--- src/design/adapter_irq_map.vh ---
`ifndef ADAPTER_IRQ_MAP_VH
`define ADAPTER_IRQ_MAP_VH

// Local command register bits
`define LCMD_DIS_TO_REMOTE 2
`define LCMD_DIS_TO_VME 4
`define LCMD_SEND_PT 5
`define LCMD_CLR_PR 6
`define LCMD_CLR_ERR 7
// Remote command register bits
`define RCMD_SEND_PR 5
`define RCMD_CLR_PT 6
// Local status register bits
`define LSTAT_ERR_IFDATA 2
`define LSTAT_ERR_TIMEOUT 3
`define LSTAT_RX_PR 5
`define LSTAT_ERR_PARITY 6
`define LSTAT_ERR_REMBUS 7
// Remote status register bits
`define RSTAT_RX_PT 1
// Local DMA command register bits
`define DCMD_DONE 1
`define DCMD_IRQ_EN 2
// Reset values
`define VECTOR_RESET 8'h00
`define BYTE_ZERO 8'h00
`define LEVELS_ZERO 7'h00
// Timing: 40 MHz clock
`define CLK_HZ 40000000
`define REG_TIMEOUT_US 128
`define DMA_TIMEOUT_S 4
`define REG_TIMEOUT_CYC ((`CLK_HZ / 1000000) * `REG_TIMEOUT_US)
`define DMA_TIMEOUT_CYC (`CLK_HZ * `DMA_TIMEOUT_S)
// Jumper route codes: 0 none, 1 IRQ1, 2 IRQ2
`define ROUTE_NONE 2'h0
`define ROUTE_IRQ1 2'h1
`define ROUTE_IRQ2 2'h2

`endif

--- src/design/adapter_irq_logic.v ---
`timescale 1ns/10ps
`include "adapter_irq_map.vh"

// What this block does
// - Drives VME level 1 or 2 only; answers acknowledge with vector
// - Acknowledge vector loadable 0 to 255
// - Four groups: doorbells, errors, DMA, cable lines
// - Forwards backplane levels and doorbells over cable
// - Local command bit 4 blocks all VME requests
// - Local command bit 2 blocks cable line forwarding to remote, not the receiver-side doorbell
// - Local command bit 5 sends sender-side doorbell
// - Received sender-side doorbell sets remote status bit 1
// - Remote command bit 6 clears sender-side doorbell
// - Remote command bit 5 sends receiver-side doorbell
// - Received receiver-side doorbell sets local status bit 5
// - Local command bit 6 clears receiver-side doorbell
// - Errors recorded continuously, including remote bus error
// - Timeout after 128 us register or 4 s DMA
// - Cable data corruption flags interface data error
// - Errors in local status bits 7, 6, 3, 2
// - Local command bit 7 clears all errors
// - Routed error source asserts its VME level
// - DMA done interrupt needs enable bit 2 and route
// - DMA command bit 1 done; writing zero acknowledges
// - Internal sources route only to IRQ1 or IRQ2
module adapter_irq_logic #(
    parameter [31:0] REG_TIMEOUT_CYC = `REG_TIMEOUT_CYC,
    parameter [31:0] DMA_TIMEOUT_CYC = `DMA_TIMEOUT_CYC
) (
    // Clock, reset, enable
    input wire i_clk,
    input wire i_nrst,
    input wire i_ce,
    // Local command register write
    input wire i_lcmd_wr,
    input wire [7:0] i_lcmd_data,
    // Remote command register write
    input wire i_rcmd_wr,
    input wire [7:0] i_rcmd_data,
    // Local DMA command register write
    input wire i_dcmd_wr,
    input wire [7:0] i_dcmd_data,
    // Local vector register write
    input wire i_vec_wr,
    input wire [7:0] i_vec_data,
    // Receive jumper routes (0 none, 1 IRQ1, 2 IRQ2)
    input wire [1:0] i_route_pt,
    input wire [1:0] i_route_pr,
    input wire [1:0] i_route_err,
    input wire [1:0] i_route_dma,
    input wire [1:0] i_route_cable1,
    input wire [1:0] i_route_cable2,
    // Transmit jumper block
    input wire [6:0] i_tx_level_en,
    input wire [6:0] i_tx_pt_sel,
    // Cable receive side
    input wire [6:0] i_cable_irq_line_in,
    input wire i_rx_sender_side_doorbell,
    input wire i_rx_receiver_side_doorbell,
    input wire i_remote_target_abort,
    input wire i_cable_parity_err,
    input wire i_cable_lrc_err,
    // Activity for timeouts and DMA completion
    input wire i_reg_access_busy,
    input wire i_dma_busy,
    input wire i_dma_finished,
    // Backplane
    input wire [6:0] i_vme_irq_levels,
    input wire i_iack,
    // Cable transmit side
    output reg [6:0] o_cable_irq_line_out,
    output reg o_tx_receiver_side_doorbell,
    // Backplane requests and vector
    output reg [6:0] o_vme_irq,
    output reg [7:0] o_iack_vector,
    output reg o_iack_valid,
    // Register read views
    output wire [7:0] o_local_status,
    output wire [7:0] o_remote_status,
    output wire [7:0] o_local_cmd,
    output wire [7:0] o_dma_cmd,
    output wire [7:0] o_vector
);
    reg [7:0] vector_reg;
    reg dis_vme_reg;
    reg dis_remote_reg;
    reg send_pt_reg;
    reg dma_irq_en_reg;
    wire pt_flag;
    wire pr_flag;
    wire err_rembus;
    wire err_timeout;
    wire err_parity;
    wire err_ifdata;
    wire dma_done;
    wire reg_expired;
    wire dma_expired;
    wire any_err;
    reg [6:0] vme_irq_next;
    reg [6:0] cable_next;

    // Maps a receive route to IRQ1/IRQ2 only
    function [6:0] route_level;
        input [1:0] route;
        input active;
        begin
            route_level = `LEVELS_ZERO;
            if (active && route == `ROUTE_IRQ1) begin
                route_level[0] = 1'b1;
            end else if (active && route == `ROUTE_IRQ2) begin
                route_level[1] = 1'b1;
            end
        end
    endfunction

    wire lclr_err = i_lcmd_wr & i_lcmd_data[`LCMD_CLR_ERR];
    wire lclr_pr = i_lcmd_wr & i_lcmd_data[`LCMD_CLR_PR];
    wire rclr_pt = i_rcmd_wr & i_rcmd_data[`RCMD_CLR_PT];
    wire dma_ack = i_dcmd_wr & ~i_dcmd_data[`DCMD_DONE];

    // Control bits and vector
    always @(posedge i_clk or negedge i_nrst) begin
        if (!i_nrst) begin
            vector_reg <= `VECTOR_RESET;
            dis_vme_reg <= 1'b0;
            dis_remote_reg <= 1'b0;
            send_pt_reg <= 1'b0;
            dma_irq_en_reg <= 1'b0;
        end else if (i_ce) begin
            if (i_vec_wr) begin
                vector_reg <= i_vec_data;
            end
            if (i_lcmd_wr) begin
                dis_vme_reg <= i_lcmd_data[`LCMD_DIS_TO_VME];
                dis_remote_reg <= i_lcmd_data[`LCMD_DIS_TO_REMOTE];
                send_pt_reg <= i_lcmd_data[`LCMD_SEND_PT];
            end
            if (i_dcmd_wr) begin
                dma_irq_en_reg <= i_dcmd_data[`DCMD_IRQ_EN];
            end
        end
    end

    // Received doorbells
    sticky_flag u_pt (
        .i_clk(i_clk), .i_nrst(i_nrst), .i_ce(i_ce),
        .i_set(i_rx_sender_side_doorbell),
        .i_clr(rclr_pt),
        .o_flag(pt_flag)
    );
    sticky_flag u_pr (
        .i_clk(i_clk), .i_nrst(i_nrst), .i_ce(i_ce),
        .i_set(i_rx_receiver_side_doorbell),
        .i_clr(lclr_pr),
        .o_flag(pr_flag)
    );

    // Timeouts
    watchdog_timer #(.WIDTH(32), .LIMIT(REG_TIMEOUT_CYC)) u_reg_wd (
        .i_clk(i_clk), .i_nrst(i_nrst), .i_ce(i_ce),
        .i_busy(i_reg_access_busy),
        .o_expired(reg_expired)
    );
    watchdog_timer #(.WIDTH(32), .LIMIT(DMA_TIMEOUT_CYC)) u_dma_wd (
        .i_clk(i_clk), .i_nrst(i_nrst), .i_ce(i_ce),
        .i_busy(i_dma_busy),
        .o_expired(dma_expired)
    );

    // Error flags, always monitored
    sticky_flag u_err_rembus (
        .i_clk(i_clk), .i_nrst(i_nrst), .i_ce(i_ce),
        .i_set(i_remote_target_abort),
        .i_clr(lclr_err),
        .o_flag(err_rembus)
    );
    sticky_flag u_err_timeout (
        .i_clk(i_clk), .i_nrst(i_nrst), .i_ce(i_ce),
        .i_set(reg_expired | dma_expired),
        .i_clr(lclr_err),
        .o_flag(err_timeout)
    );
    sticky_flag u_err_parity (
        .i_clk(i_clk), .i_nrst(i_nrst), .i_ce(i_ce),
        .i_set(i_cable_parity_err),
        .i_clr(lclr_err),
        .o_flag(err_parity)
    );
    sticky_flag u_err_ifdata (
        .i_clk(i_clk), .i_nrst(i_nrst), .i_ce(i_ce),
        .i_set(i_cable_lrc_err),
        .i_clr(lclr_err),
        .o_flag(err_ifdata)
    );

    // DMA done
    sticky_flag u_dma_done (
        .i_clk(i_clk), .i_nrst(i_nrst), .i_ce(i_ce),
        .i_set(i_dma_finished),
        .i_clr(dma_ack),
        .o_flag(dma_done)
    );

    assign any_err = err_rembus | err_timeout | err_parity | err_ifdata;

    // Backplane request and cable forwarding
    always @* begin
        vme_irq_next = route_level(i_route_pt, pt_flag)
            | route_level(i_route_pr, pr_flag)
            | route_level(i_route_err, any_err)
            | route_level(i_route_dma, dma_done & dma_irq_en_reg)
            | route_level(i_route_cable1, i_cable_irq_line_in[0])
            | route_level(i_route_cable2, i_cable_irq_line_in[1]);
        if (dis_vme_reg) begin
            vme_irq_next = `LEVELS_ZERO;
        end
        cable_next = (i_vme_irq_levels & i_tx_level_en & ~i_tx_pt_sel)
            | (i_tx_pt_sel & {7{send_pt_reg}});
        if (dis_remote_reg) begin
            cable_next = `LEVELS_ZERO;
        end
    end

    always @(posedge i_clk or negedge i_nrst) begin
        if (!i_nrst) begin
            o_vme_irq <= `LEVELS_ZERO;
            o_cable_irq_line_out <= `LEVELS_ZERO;
            o_tx_receiver_side_doorbell <= 1'b0;
            o_iack_vector <= `BYTE_ZERO;
            o_iack_valid <= 1'b0;
        end else if (i_ce) begin
            o_vme_irq <= vme_irq_next;
            o_cable_irq_line_out <= cable_next;
            o_tx_receiver_side_doorbell <= i_rcmd_wr & i_rcmd_data[`RCMD_SEND_PR];
            o_iack_valid <= i_iack & (|o_vme_irq);
            o_iack_vector <= vector_reg;
        end
    end

    assign o_local_status = {err_rembus, err_parity, pr_flag, 1'b0,
        err_timeout, err_ifdata, 2'b00};
    assign o_remote_status = {6'h00, pt_flag, 1'b0};
    assign o_local_cmd = {2'h0, send_pt_reg, dis_vme_reg, 1'b0, dis_remote_reg, 2'h0};
    assign o_dma_cmd = {5'h00, dma_irq_en_reg, dma_done, 1'b0};
    assign o_vector = vector_reg;
endmodule

--- src/design/sticky_flag.v ---
`timescale 1ns/10ps
module sticky_flag (
    // Clock and reset
    input wire i_clk,
    input wire i_nrst,
    input wire i_ce,
    // Event and clear
    input wire i_set,
    input wire i_clr,
    // Flag
    output reg o_flag
);
    // Set wins over a simultaneous clear
    always @(posedge i_clk or negedge i_nrst) begin
        if (!i_nrst) begin
            o_flag <= 1'b0;
        end else if (i_ce) begin
            if (i_set) begin
                o_flag <= 1'b1;
            end else if (i_clr) begin
                o_flag <= 1'b0;
            end
        end
    end
endmodule

--- src/design/watchdog_timer.v ---
`timescale 1ns/10ps
module watchdog_timer #(
    parameter WIDTH = 32,
    parameter [31:0] LIMIT = 32'h0000_1400
) (
    // Clock and reset
    input wire i_clk,
    input wire i_nrst,
    input wire i_ce,
    // Activity to watch
    input wire i_busy,
    // One-cycle expiry pulse
    output reg o_expired
);
    reg [WIDTH-1:0] count_reg;
    reg fired_reg;

    always @(posedge i_clk or negedge i_nrst) begin
        if (!i_nrst) begin
            count_reg <= {WIDTH{1'b0}};
            fired_reg <= 1'b0;
            o_expired <= 1'b0;
        end else if (i_ce) begin
            o_expired <= 1'b0;
            if (!i_busy) begin
                count_reg <= {WIDTH{1'b0}};
                fired_reg <= 1'b0;
            end else if (!fired_reg) begin
                if (count_reg == LIMIT[WIDTH-1:0] - 1'b1) begin
                    o_expired <= 1'b1;
                    fired_reg <= 1'b1;
                end else begin
                    count_reg <= count_reg + 1'b1;
                end
            end
        end
    end
endmodule

--- config.mk ---
export PLATFORM = sky130hd
export DESIGN_NAME = adapter_irq_logic
export DESIGN_NICKNAME = d
export VERILOG_FILES = /design/src/design/adapter_irq_logic.v /design/src/design/sticky_flag.v /design/src/design/watchdog_timer.v
export VERILOG_INCLUDE_DIRS = /design/src /design/src/design
export SDC_FILE = /design/constraint.sdc
export NUM_CORES = 1
export LEC_CHECK = 0
export BUFFER_PORTS_ARGS = -buffer_cell sky130_fd_sc_hd__clkbuf_2
export CAP_MARGIN = 20
export CORE_MARGIN = 1.5
export CORE_UTILIZATION = 55
export CTS_CLUSTER_DIAMETER = 40
export DETAILED_ROUTE_END_ITERATION = 8
export GPL_ROUTABILITY_DRIVEN = 0
export PLACE_DENSITY = 0.83
export SLEW_MARGIN = 20
export SYNTH_ARGS = -nofsm -noshare
export SYNTH_HDL_FRONTEND = slang
export SYNTH_SLANG_ARGS = --single-unit
--- constraint.sdc ---
create_clock -name i_clk -period 6.2 [get_ports i_clk]
set_input_delay 0.62 -clock i_clk [delete_from_list [all_inputs] [get_ports i_clk]]
set_output_delay 0.62 -clock i_clk [all_outputs]
set_load 0.02 [all_outputs]
# After elaboration in Yosys (flattened, before gate mapping)
# Index checks and enable logic that the tools add are counted.
# W data, S select, Z words.
# classes
bitwise_logic,22
eq_ne,18
add_sub_neg,2
mux,47
n_reduce_logical,32
# op_table
cell,n
$mux W32,6
$add A32 B1 Y32 const B,2
$mux W1,39
$eq A32 B13 Y1 const B,1
$eq A32 B28 Y1 const B,1
$and A7 B7 Y7,3
$reduce_and A2 Y1,10
$reduce_bool A2 Y1,7
$eq A2 B1 Y1 const B,6
$eq A2 B2 Y1 const B,6
$logic_and A1 B1 Y1,12
$or A2 B2 Y2,5
$ne A2 B2 Y1 const B,4
$and A1 B1 Y1,7
$mux W7,1
$not A7 Y7,1
$or A7 B7 Y7,1
$reduce_or A7 Y1,1
$reduce_and A3 Y1,2
$or A1 B1 Y1,4
$mux W2,1
$not A1 Y1,1
# word_totals
register_bits,111
output_inout_bits,64
elab_cells,144
in_bits,88

# Depth between registers and ports, before layout
# Gate-level depths: netlist (run 1).
# depth
ltp_word,11
depth_mapped,10
ltp_nobuf,7

# Hierarchy
# A second synthesis (run 1) with hierarchy kept.
# unflattened
hier_cells,626
area_unflattened_um2,6039.5
# by_module_without_submodules
module,area_per_inst_um2,instances,seq_area_each_um2,cells_each
watchdog_timer at u_reg_wd,2107.0,1,850.8,235
watchdog_timer at u_dma_wd,1949.4,1,850.8,209
adapter_irq_logic,1720.4,1,775.7,161
sticky_flag,37.5,7,25.0,3

# Worst setup path after synthesis (run 1)
# Ideal clock, no wire load.
# synth_path
path_kind,input to register
startpoint,input i_reg_access_busy
endpoint,register u_reg_wd.count_reg[28]
setup_ps,77
n_path_buf,2
slack_ps,4162
stages,7
arrival_time_ps,1960
required_ps,6123
cell_sequence,clkbuf_1 inv_1 nand2_1 and2_1 buf_2 or4_1 a21oi_1
# synth_between
elab_chain_cells,2
elab_cells_between_ends,4
classes_between,eq/ne (2); mux (1); reduce/logical (1)
# synth_lines
item,line,text
from (decl),adapter_irq_logic.v:64,"input wire i_reg_access_busy,"
$ne A2 B2 Y1 (no source line),-,
$reduce_and A3 Y1 (no source line),-,
to (signal assigned),watchdog_timer.v:20,count_reg <= {WIDTH{1'b0}};
to (signal assigned),watchdog_timer.v:26,count_reg <= {WIDTH{1'b0}};
to (signal assigned),watchdog_timer.v:33,count_reg <= count_reg + 1'b1;
to (decl),watchdog_timer.v:15,reg [WIDTH-1:0] count_reg;
# Several ways; a longest one is shown, not always the timed one.
# A chain may end at the register's enable or synchronous reset.

# Worst setup path after layout (run 1)
# layout_path
startpoint,input i_ce
endpoint,register u_dma_wd.count_reg[27]
# layout_between
elab_chain_cells,1
# layout_lines
item,line,text
from (decl),adapter_irq_logic.v:33,"input wire i_ce,"
$reduce_and A3 Y1 (no source line),-,
to (signal assigned),watchdog_timer.v:20,
to (signal assigned),watchdog_timer.v:26,
to (signal assigned),watchdog_timer.v:33,
to (decl),watchdog_timer.v:15,
# Every way passes these cells.

==> out/results.tsv, run 1 <==
metric	value	unit
status	complete, no violations	
sequential power share	55.1	%
synthesized instance count	597	
most numerous cell in the Yosys netlist	dfrtp_1	
max_slew headroom	37.69	%
Crit Path Class	primary input to flop	
Post-Syn Area	0.005703	mm2
routed wire length on met3	871	um
CTS root buf	clkbuf_8	
post-synth top area share	46.51	%
cell accounting for the most synthesized area	dfrtp_1	
GRT Residual Overflow	0	
Sw Pwr	440.8	uW
fill cell total of the finished layout	822	
via count	4737	
Non-Filler Instances	817	
antenna violations before repair	0	
H-tree Lvls	3	
MaxCap Viol Count	0	
io pins	152	
DIE WIDTH	104.8	um
reg-to-reg setup timing slack	3440	ps
reg2reg start	u_reg_wd.count_reg[14]$_DFFE_PN0P_	
PwrDens	225.0	mW/mm2
effective utilization at floorplan	57.55	%
Final HPWL DP	8849	um
number of global-route vias before repair	4582	
final hold violations	0	
period utilization	47.58	%
Final #Nets	769	
number of synthesized flops with an enable pin	0	
largest net degree at the start of global routing	69	
Pins Over Slew Limit	0	
reg2reg end	u_reg_wd.count_reg[28]$_DFFE_PN0P_	
Setup crit start kind	primary input	
DIE HEIGHT	104.8	um
Port Buffer Count	105	
Bufs on Longest Clock Path	2	
Util after Layout	63.50	%
VDD IR-drop max	0.1457	mV
clock-pin slew on the worst setup and hold paths	100	ps
Cell Int Power	974.9	uW
RSZ-0062 raised after global routing	false	
worst hold margin	200.6	ps
total power	1.416	mW
Final setup viols	0	
sequential-to-total area share from yosys stat	46.51	%
M1 wire length	5432	um
core area	0.009910	mm2
Final Critical Period	2950	ps
DRC errors left	0	
ANT cells	0	
Hold Path Class	primary input to asynchronous set/reset pin	
CTS tree	done	
FF+latch count, synth	106	
First-pass DRT Iterations	5	
switching share of power	31.14	%
antenna viol nets, final	0	
Final Skew	17.53	ps
highest clock rate	339.0	MHz
CP max FO	40	
ys flop type	dfrtp_1	
worst endpoint data arrival time	3210	ps
# hold bufs at CTS	0	
post-CTS setup repair buffer count	0	
layout cells sized above 1	22.66	%
Total GRT Usage	23.75	%
post-synth cell types	57	
vias per inst	5.798	
Die ar.	0.01099	mm2
path depth of the worst reg2reg path	6	
commonest cells in the netlist	dfrtp_1 (106), nor2_1 (58), nand2_1 (57)	
WP data required	6460	ps
ys async rst share	100.0	%
top routing layer in use	met4	
post-CTS resize count	0	
Yosys warning count	0	
total CTS buffers	9	
CP Capture Type	flop	
placed insts	801	
Area Overhead vs Synth	10.33	%
wire length per cell	15.40	um
Logic pwr share	17.4	%
clock sinks	106	
wirelength, routed	12580	um
met2 WL	6089	um
synth top area cells	dfrtp_1 (47%), buf_4 (5.1%), mux2_2 (3.9%)	
post-route setup TNS	0	ps
Slew @ Worst Pin	928.4	ps
DRT iter0 DRCs	405	
first-pass GRT wire length	21450	um
Leak Pwr	2.894	nW
clock network power share	27.6	%
worst-skew pair later-pin latency	380	ps
# rows	36	
Mean Syn Cell Area	9.553	um2
per-layer routing:
layer	GRT usage, %	vias to the layer above
li1	-	2251
met1	31.35	2255
met2	39.68	215
met3	3.556	16
met4	8.806	0
met5	0	-
critical path, stage by stage:
cell and delay, ps:
clkbuf_2 70, buf_4 400, inv_1 430, nor2_1 310, o21a_1 720, o21ai_0 230, o21a_1 220, o21a_1 180
cell type report:
cell class | instances | area [um2] | area share [%]
flip-flops and latches | 106 | 2653 | 42.16
clock buffers | 11 | 131.4 | 2.088
multi-input cells | 446 | 2723 | 43.27
repair buffers | 108 | 550.5 | 8.749
clock inverters | 5 | 38.79 | 0.6164
well taps | 133 | 166.4 | 2.645
inverters | 8 | 30.03 | 0.4772
cell usage in the layout, fill, tap and decap left out, drive strengths merged, types with 11 or more instances in the layout:
master	n
a21oi	28
a31oi	11
and3	15
clkbuf	115
conb	26
dfrtp	106
mux2	20
nand2	57
nand3	32
nand4	18
nor2	58
nor3	11
nor4	13
o21ai	32
o2bb2ai	11
xnor2	20
xor2	12
power by group through the flow:
stage / Clock [mW] / Sequential (mW) / Combinational, mW
after floorplan: 0 / 0.815 / 0.145
after global placement: 0 / 0.788 / 0.240
after detailed placement: 0 / 0.792 / 0.247
after CTS: 0.397 / 0.779 / 0.248
after global routing: 0.429 / 0.788 / 0.267
final: 0.390 / 0.779 / 0.246
stage by stage:
stage / cell area (um2) / setup WS, ps
after floorplan: 5797 / 4162
after global placement: 6122 / 2940
final: 6292 / 3250
after detailed placement: 6122 / 2861
after CTS: 6292 / 3273
after global routing: 6292 / 2981
cell families (layout without fill, tap and decap cells):
kind of cell | after synthesis | after routing | synth area share [%]
AO/OA/AOI/OAI | 118 | 118 | 13.36
flip-flops | 106 | 106 | 46.51
adder cells (fa/ha/maj) | 2 | 2 | 0.4387
AND/OR/NAND/NOR | 246 | 246 | 23.01
other | 1 | 26 | 0.06576
multiplexers | 22 | 22 | 4.300
buffers and inverters | 70 | 132 | 7.394
XOR/XNOR | 32 | 32 | 4.914
worst max-delay path by stage:
stage                           start                                 end  slack [ps]  depth (start not counted)
global placement                 i_ce  u_dma_wd.count_reg[27]$_DFFE_PN0P_        2940                          8
CTS                              i_ce  u_dma_wd.count_reg[27]$_DFFE_PN0P_        3270                          8
detailed placement               i_ce  u_dma_wd.count_reg[27]$_DFFE_PN0P_        2860                          8
finish                           i_ce  u_dma_wd.count_reg[27]$_DFFE_PN0P_        3250                          8
floorplan           i_reg_access_busy  u_reg_wd.count_reg[28]$_DFFE_PN0P_        4160                          7
global route                     i_ce  u_dma_wd.count_reg[27]$_DFFE_PN0P_        2980                          8
Note: power is estimated with default switching activity, not from simulation.
==> inputs of run 2 (changes only) <==
- CORE_UTILIZATION: 55 -> 48
- PLACE_DENSITY: 0.83 -> 0.77
- clock period: 6.2 -> 2.6 ns (I/O delays scaled with it)
==> run 2 against run 1 <==
  * The run now ends with design-rule violations left
  * Power rose to 2.6 times the previous value
  * Count of clock-buffer cells in the layout up 1
  * Sequential share of layout area down 1.4 points
  * Wire length about the same
==> out/results.tsv, run 2 (synthesis gave the netlist of run 1 again) <==
metric	value	unit
status	finished with violations	
violated checks	design-rule violations	
Sw Pwr	1.038	mW
DIE HEIGHT	112	um
post-CTS resize count	0	
layout cells sized above 1	23.78	%
wire length per cell	15.03	um
most common cell after layout, fill and taps aside	dfrtp_1	
DRT iter0 DRCs	358	
Total GRT Usage	21.28	%
Logic pwr share	16.2	%
RSZ-0062 raised after global routing	false	
clock network power share	33.7	%
Pins Over Slew Limit	0	
Bufs on Longest Clock Path	2	
Setup crit start kind	flop	
via count	4739	
ANT cells	0	
DRC errors left	21	
worst endpoint data arrival time	2620	ps
post-route setup TNS	0	ps
WP data required	2840	ps
delay-heaviest family, CP	compound AO/OA/AOI/OAI gates	
worst hold margin	115.1	ps
Leak Pwr	3.004	nW
GRT Residual Overflow	0	
Final Skew	5.609	ps
vias per inst	5.662	
Final Critical Period	2378	ps
Cell Int Power	2.676	mW
core area	0.01152	mm2
wirelength, routed	12580	um
H-tree Lvls	3	
Crit Path Class	flop to flop	
largest net degree at the start of global routing	43	
Area Overhead vs Synth	14.04	%
pre-CTS setup slack	245.6	ps
first-pass GRT wire length	21620	um
highest clock rate	420.4	MHz
clock-pin slew on the worst setup and hold paths	70	ps
CTS tree	done	
CTS root buf	clkbuf_16	
number of global-route vias before repair	4528	
worst-skew pair later-pin latency	340	ps
CP max FO	24	
# rows	39	
DIE WIDTH	112	um
Die ar.	0.01254	mm2
cells along the critical path	ha_1, and4_1, nand4_1, o21a_1, o21ai_0, o21a_1, o21a_1	
sequential power share	50.0	%
CP most frequent cell	o21a_1	
final setup margin	221.6	ps
Final setup viols	0	
period utilization	91.48	%
max_slew headroom	44.57	%
Hold Path Class	primary input to flop	
PwrDens	571.1	mW/mm2
antenna violations before repair	0	
final hold violations	0	
Util after Layout	56.48	%
io pins	152	
clock sinks	106	
total CTS buffers	9	
Buf+Inv Stages, Crit Path	0	
effective utilization at floorplan	49.52	%
Port Buffer Count	105	
First-pass DRT Iterations	7	
most frequent cells in the layout	dfrtp_1 (106), clkbuf_2 (104), nor2_1 (58), nand2_1 (57)	
VDD IR-drop max	0.4633	mV
Final HPWL DP	8936	um
Final #Nets	780	
total power	3.714	mW
Slew @ Worst Pin	824.6	ps
Slowest-stage cell, CP	o21a_1	
antenna viol nets, final	0	
MaxCap Viol Count	0	
Crit path largest cell delay	650	ps
switching share of power	27.96	%
CP Capture Type	flop	
## run 2: cell types whose count changed in the layout (fill, tap and decap cells not counted), sizes merged
cell and change:
clkbuf +1, clkinvlp -1, buf +10, dlygate4sd3 +1, clkinv +1, inv -2
## run 2: final cells by class
type,instances,area (um2)
repair buffers,119,648.1
well taps,143,178.9
clock buffers,12,256.5
inverters,8,30.03
multi-input cells,446,2723
clock inverters,3,15.01
fillers,999,5012
flip-flops and latches,106,2653
## run 2: worst min-delay path: stages
cell and delay, ps:
clkbuf_2 80, nand2_1 40, nand2_1 50
## run 2: final timing paths
| check | to | slack [ps] | depth (start not counted) | from |
|---|---|---|---|---|
| max | u_dma_wd.count_reg[27]$_DFFE_PN0P_ | 220 | 7 | u_dma_wd.count_reg[0]$_DFFE_PN0P_ |
| min | u_dma_done.o_flag$_DFFE_PN0P_ | 120 | 3 | i_dma_finished |
| max reg2reg | u_dma_wd.count_reg[27]$_DFFE_PN0P_ | 220 | 7 | u_dma_wd.count_reg[0]$_DFFE_PN0P_ |
| min reg2reg | u_reg_wd.o_expired$_DFFE_PN0P_ | 470 | 1 | u_reg_wd.o_expired$_DFFE_PN0P_ |
| max in group asynchronous | u_dma_wd.count_reg[18]$_DFFE_PN0P_ | 1470 | 3 | i_nrst |
| min in group asynchronous | o_vector[6]$_DFFE_PN0P_ | 460 | 2 | i_nrst |
## run 2: layer usage
layer | up-vias | share of wire (%) | GRT usage, %
li1 | 2275 | - | -
met1 | 2239 | 43 | 27.86
met2 | 208 | 48 | 35.43
met3 | 17 | 7.2 | 3.484
met4 | 0 | 1.8 | 8.861
met5 | - | 0 | 0
## run 2: what timing repair did
item	in CTS	in global routing
buffers inserted	0	0
endpoints found under the hold margin	39	0
hold buffers	1	0
## run 2: per-stage QoR
| stage | std cells | instance area [um2] |
|---|---|---|
| floorplan | 622 | 5797 |
| global placement | 821 | 6222 |
| detailed placement | 821 | 6222 |
| CTS | 837 | 6504 |
| global route | 837 | 6504 |
| finish | 837 | 6504 |
## run 2: power by group through the flow
stage | sequential (mW) | clock (mW) | combinational (mW)
after floorplan | 1.94 | 0 | 0.346
after global placement | 1.88 | 0 | 0.592
after detailed placement | 1.89 | 0 | 0.606
after CTS | 1.86 | 1.29 | 0.610
after global routing | 1.88 | 1.36 | 0.663
final | 1.86 | 1.25 | 0.602
==> inputs of run 3 (changes only) <==
- BUFFER_PORTS_ARGS: -buffer_cell sky130_fd_sc_hd__clkbuf_2 -> default
- CORE_UTILIZATION: 48 -> 55
- DONT_BUFFER_PORTS: default -> 1
- PLACE_DENSITY: 0.77 -> 0.73
==> run 3 against run 2 <==
  * The flow finishes with violations (negative hold slack)
  * Critical endpoint is now u_dma_wd.count_reg[9]$_DFFE_PN0P_
  * Sequential cell count unchanged
  * Clock power decreased by 17%
  * Global-route usage rose by 1.1 points
  * Final area is 9.7% lower
  * Fmax up 7.1%
  * Die area fell by 12%
  * Critical path type unchanged
  * First-iteration DRC count fell by 27%
  * Combinational power shrank 49%
  * Wire length fell by 2.9%
  * Core utilization increased by 2.8 points
  * Cell count shrank 14%
==> out/results.tsv, run 3 (synthesis gave the netlist of run 1 again) <==
metric	value	unit
status	finished with violations	
violated checks	negative hold slack	
cells along the critical path	ha_1, and4_1, nand4_1, o21a_1, buf_4, nand4_1, xor2_1, nor2_1	
Final HPWL DP	8207	um
# hold bufs at CTS	1	
GRT Residual Overflow	0	
highest clock rate	450.4	MHz
reg2reg end	u_dma_wd.count_reg[9]$_DFFE_PN0P_	
largest net degree at the start of global routing	107	
effective utilization at floorplan	57.55	%
RSZ-0062 raised after global routing	false	
Leak Pwr	2.513	nW
antenna violations before repair	0	
path depth of the worst reg2reg path	8	
fill cell total of the finished layout	885	
reg-to-reg setup timing slack	380	ps
worst-skew pair later-pin latency	360	ps
wire length per cell	16.92	um
Bufs on Longest Clock Path	2	
First-pass DRT Iterations	5	
Final Skew	13.78	ps
Slew @ Worst Pin	874.0	ps
final hold violations	106	
clock sinks	106	
M2 GR Usage	37.25	%
M3 GR Usage	5.240	%
H-tree Lvls	3	
Final Critical Period	2220	ps
Port Buffer Count	0	
busiest metal layer after global routing	met2	
via count	4426	
Final #Nets	674	
total CTS buffers	9	
max_slew headroom	41.52	%
post-route setup TNS	0	ps
most frequent cells in the layout	dfrtp_1 (106), nor2_1 (58), nand2_1 (57), nand3_1 (30), o21ai_0 (30)	
Non-Filler Instances	722	
clock-pin slew on the worst setup and hold paths	100	ps
Reg area	0.002653	mm2
Slowest-stage cell, CP	o21a_1	
Crit Path Class	flop to flop	
antenna viol nets, final	0	
worst hold margin	-421.9	ps
Area Overhead vs Synth	3.028	%
post-CTS setup repair buffer count	0	
PwrDens	566.5	mW/mm2
multi-input logic area	0.002723	mm2
Pins Over Slew Limit	0	
post-CTS resize count	0	
pre-CTS setup slack	423.3	ps
Die ar.	0.01099	mm2
DIE HEIGHT	104.8	um
CP most frequent cell	nand4_1	
reg2reg start	u_dma_wd.count_reg[1]$_DFFE_PN0P_	
CP max FO	13	
Total GRT Usage	22.40	%
core area	0.009910	mm2
DIE WIDTH	104.8	um
period utilization	85.39	%
CP Capture Type	flop	
Crit path largest cell delay	460	ps
Hold Path Class	primary input to asynchronous set/reset pin	
worst endpoint data arrival time	2460	ps
wirelength, routed	12220	um
DRT iter0 DRCs	261	
total power	3.328	mW
# rows	36	
Setup crit start kind	flop	
met1 Resource Use GR	29.13	%
DRC errors left	0	
Buf+Inv Stages, Crit Path	1	
CTS tree	done	
most common cell after layout, fill and taps aside	dfrtp_1	
CTS root buf	clkbuf_8	
number of global-route vias before repair	4129	
placed insts	705	
final setup margin	379.9	ps
VDD IR-drop max	0.3953	mV
MaxCap Viol Count	0	
WP data required	2840	ps
io pins	152	
Final setup viols	0	
first-pass GRT wire length	20040	um
ANT cells	0	
layout cells sized above 1	10.19	%
vias per inst	6.130	
delay-heaviest family, CP	simple AND/OR/NAND/NOR gates	
run 3: changes by cell type in the layout (fill, tap and decap cells not counted), moves of 2 or more:
cell	change
clkinv_2	-3
clkinvlp_4	+2
clkbuf_16	-9
clkbuf_2	-104
clkbuf_8	+8
run 3: power breakdown:
part | total [mW] | internal, mW | switching [mW]
Clock | 1.04 | 0.478 | 0.567
Combinational | 0.308 | 0.134 | 0.174
Sequential | 1.98 | 1.76 | 0.220
Total | 3.33 | 2.37 | 0.960
run 3: stage by stage:
stage,area [um2],utilization [%]
global placement,5662,57.13
floorplan,5797,-
CTS,5876,59.29
detailed placement,5662,57.13
global route,5876,59.29
finish,5876,59.29
run 3: worst reg2reg max path, stage by stage, from the launching register on:
cell and delay [ps]:
dfrtp_1 440, ha_1 250, and4_1 250, nand4_1 110, o21a_1 460, buf_4 280
nand4_1 130, xor2_1 150, nor2_1 50
run 3: metal layers:
layer  routed length, um  part of all wire [%]
met5                   0                     0
met2                5839                    48
met3                 834                   6.8
met1                5409                    44
met4                 132                   1.1
run 3: final cells by class:
cell class	count	area share, %
inverters	8	0.5111
well taps	133	2.832
clock buffers	11	2.406
multi-input cells	446	46.34
clock inverters	5	1.065
repair buffers	13	1.704
flip-flops and latches	106	45.14
run 3: worst max-delay path by stage:
stage | endpoint | depth (start not counted) | slack, ps | startpoint
detailed placement | u_reg_wd.count_reg[28]$_DFFE_PN0P_ | 6 | 420 | u_reg_wd.count_reg[0]$_DFFE_PN0P_
CTS | u_reg_wd.count_reg[28]$_DFFE_PN0P_ | 6 | 410 | u_reg_wd.count_reg[0]$_DFFE_PN0P_
global route | u_dma_wd.count_reg[9]$_DFFE_PN0P_ | 8 | 180 | u_dma_wd.count_reg[1]$_DFFE_PN0P_
global placement | u_reg_wd.count_reg[28]$_DFFE_PN0P_ | 6 | 490 | u_reg_wd.count_reg[0]$_DFFE_PN0P_
finish | u_dma_wd.count_reg[9]$_DFFE_PN0P_ | 8 | 380 | u_dma_wd.count_reg[1]$_DFFE_PN0P_
floorplan | u_reg_wd.count_reg[28]$_DFFE_PN0P_ | 9 | 570 | u_reg_wd.count_reg[0]$_DFFE_PN0P_
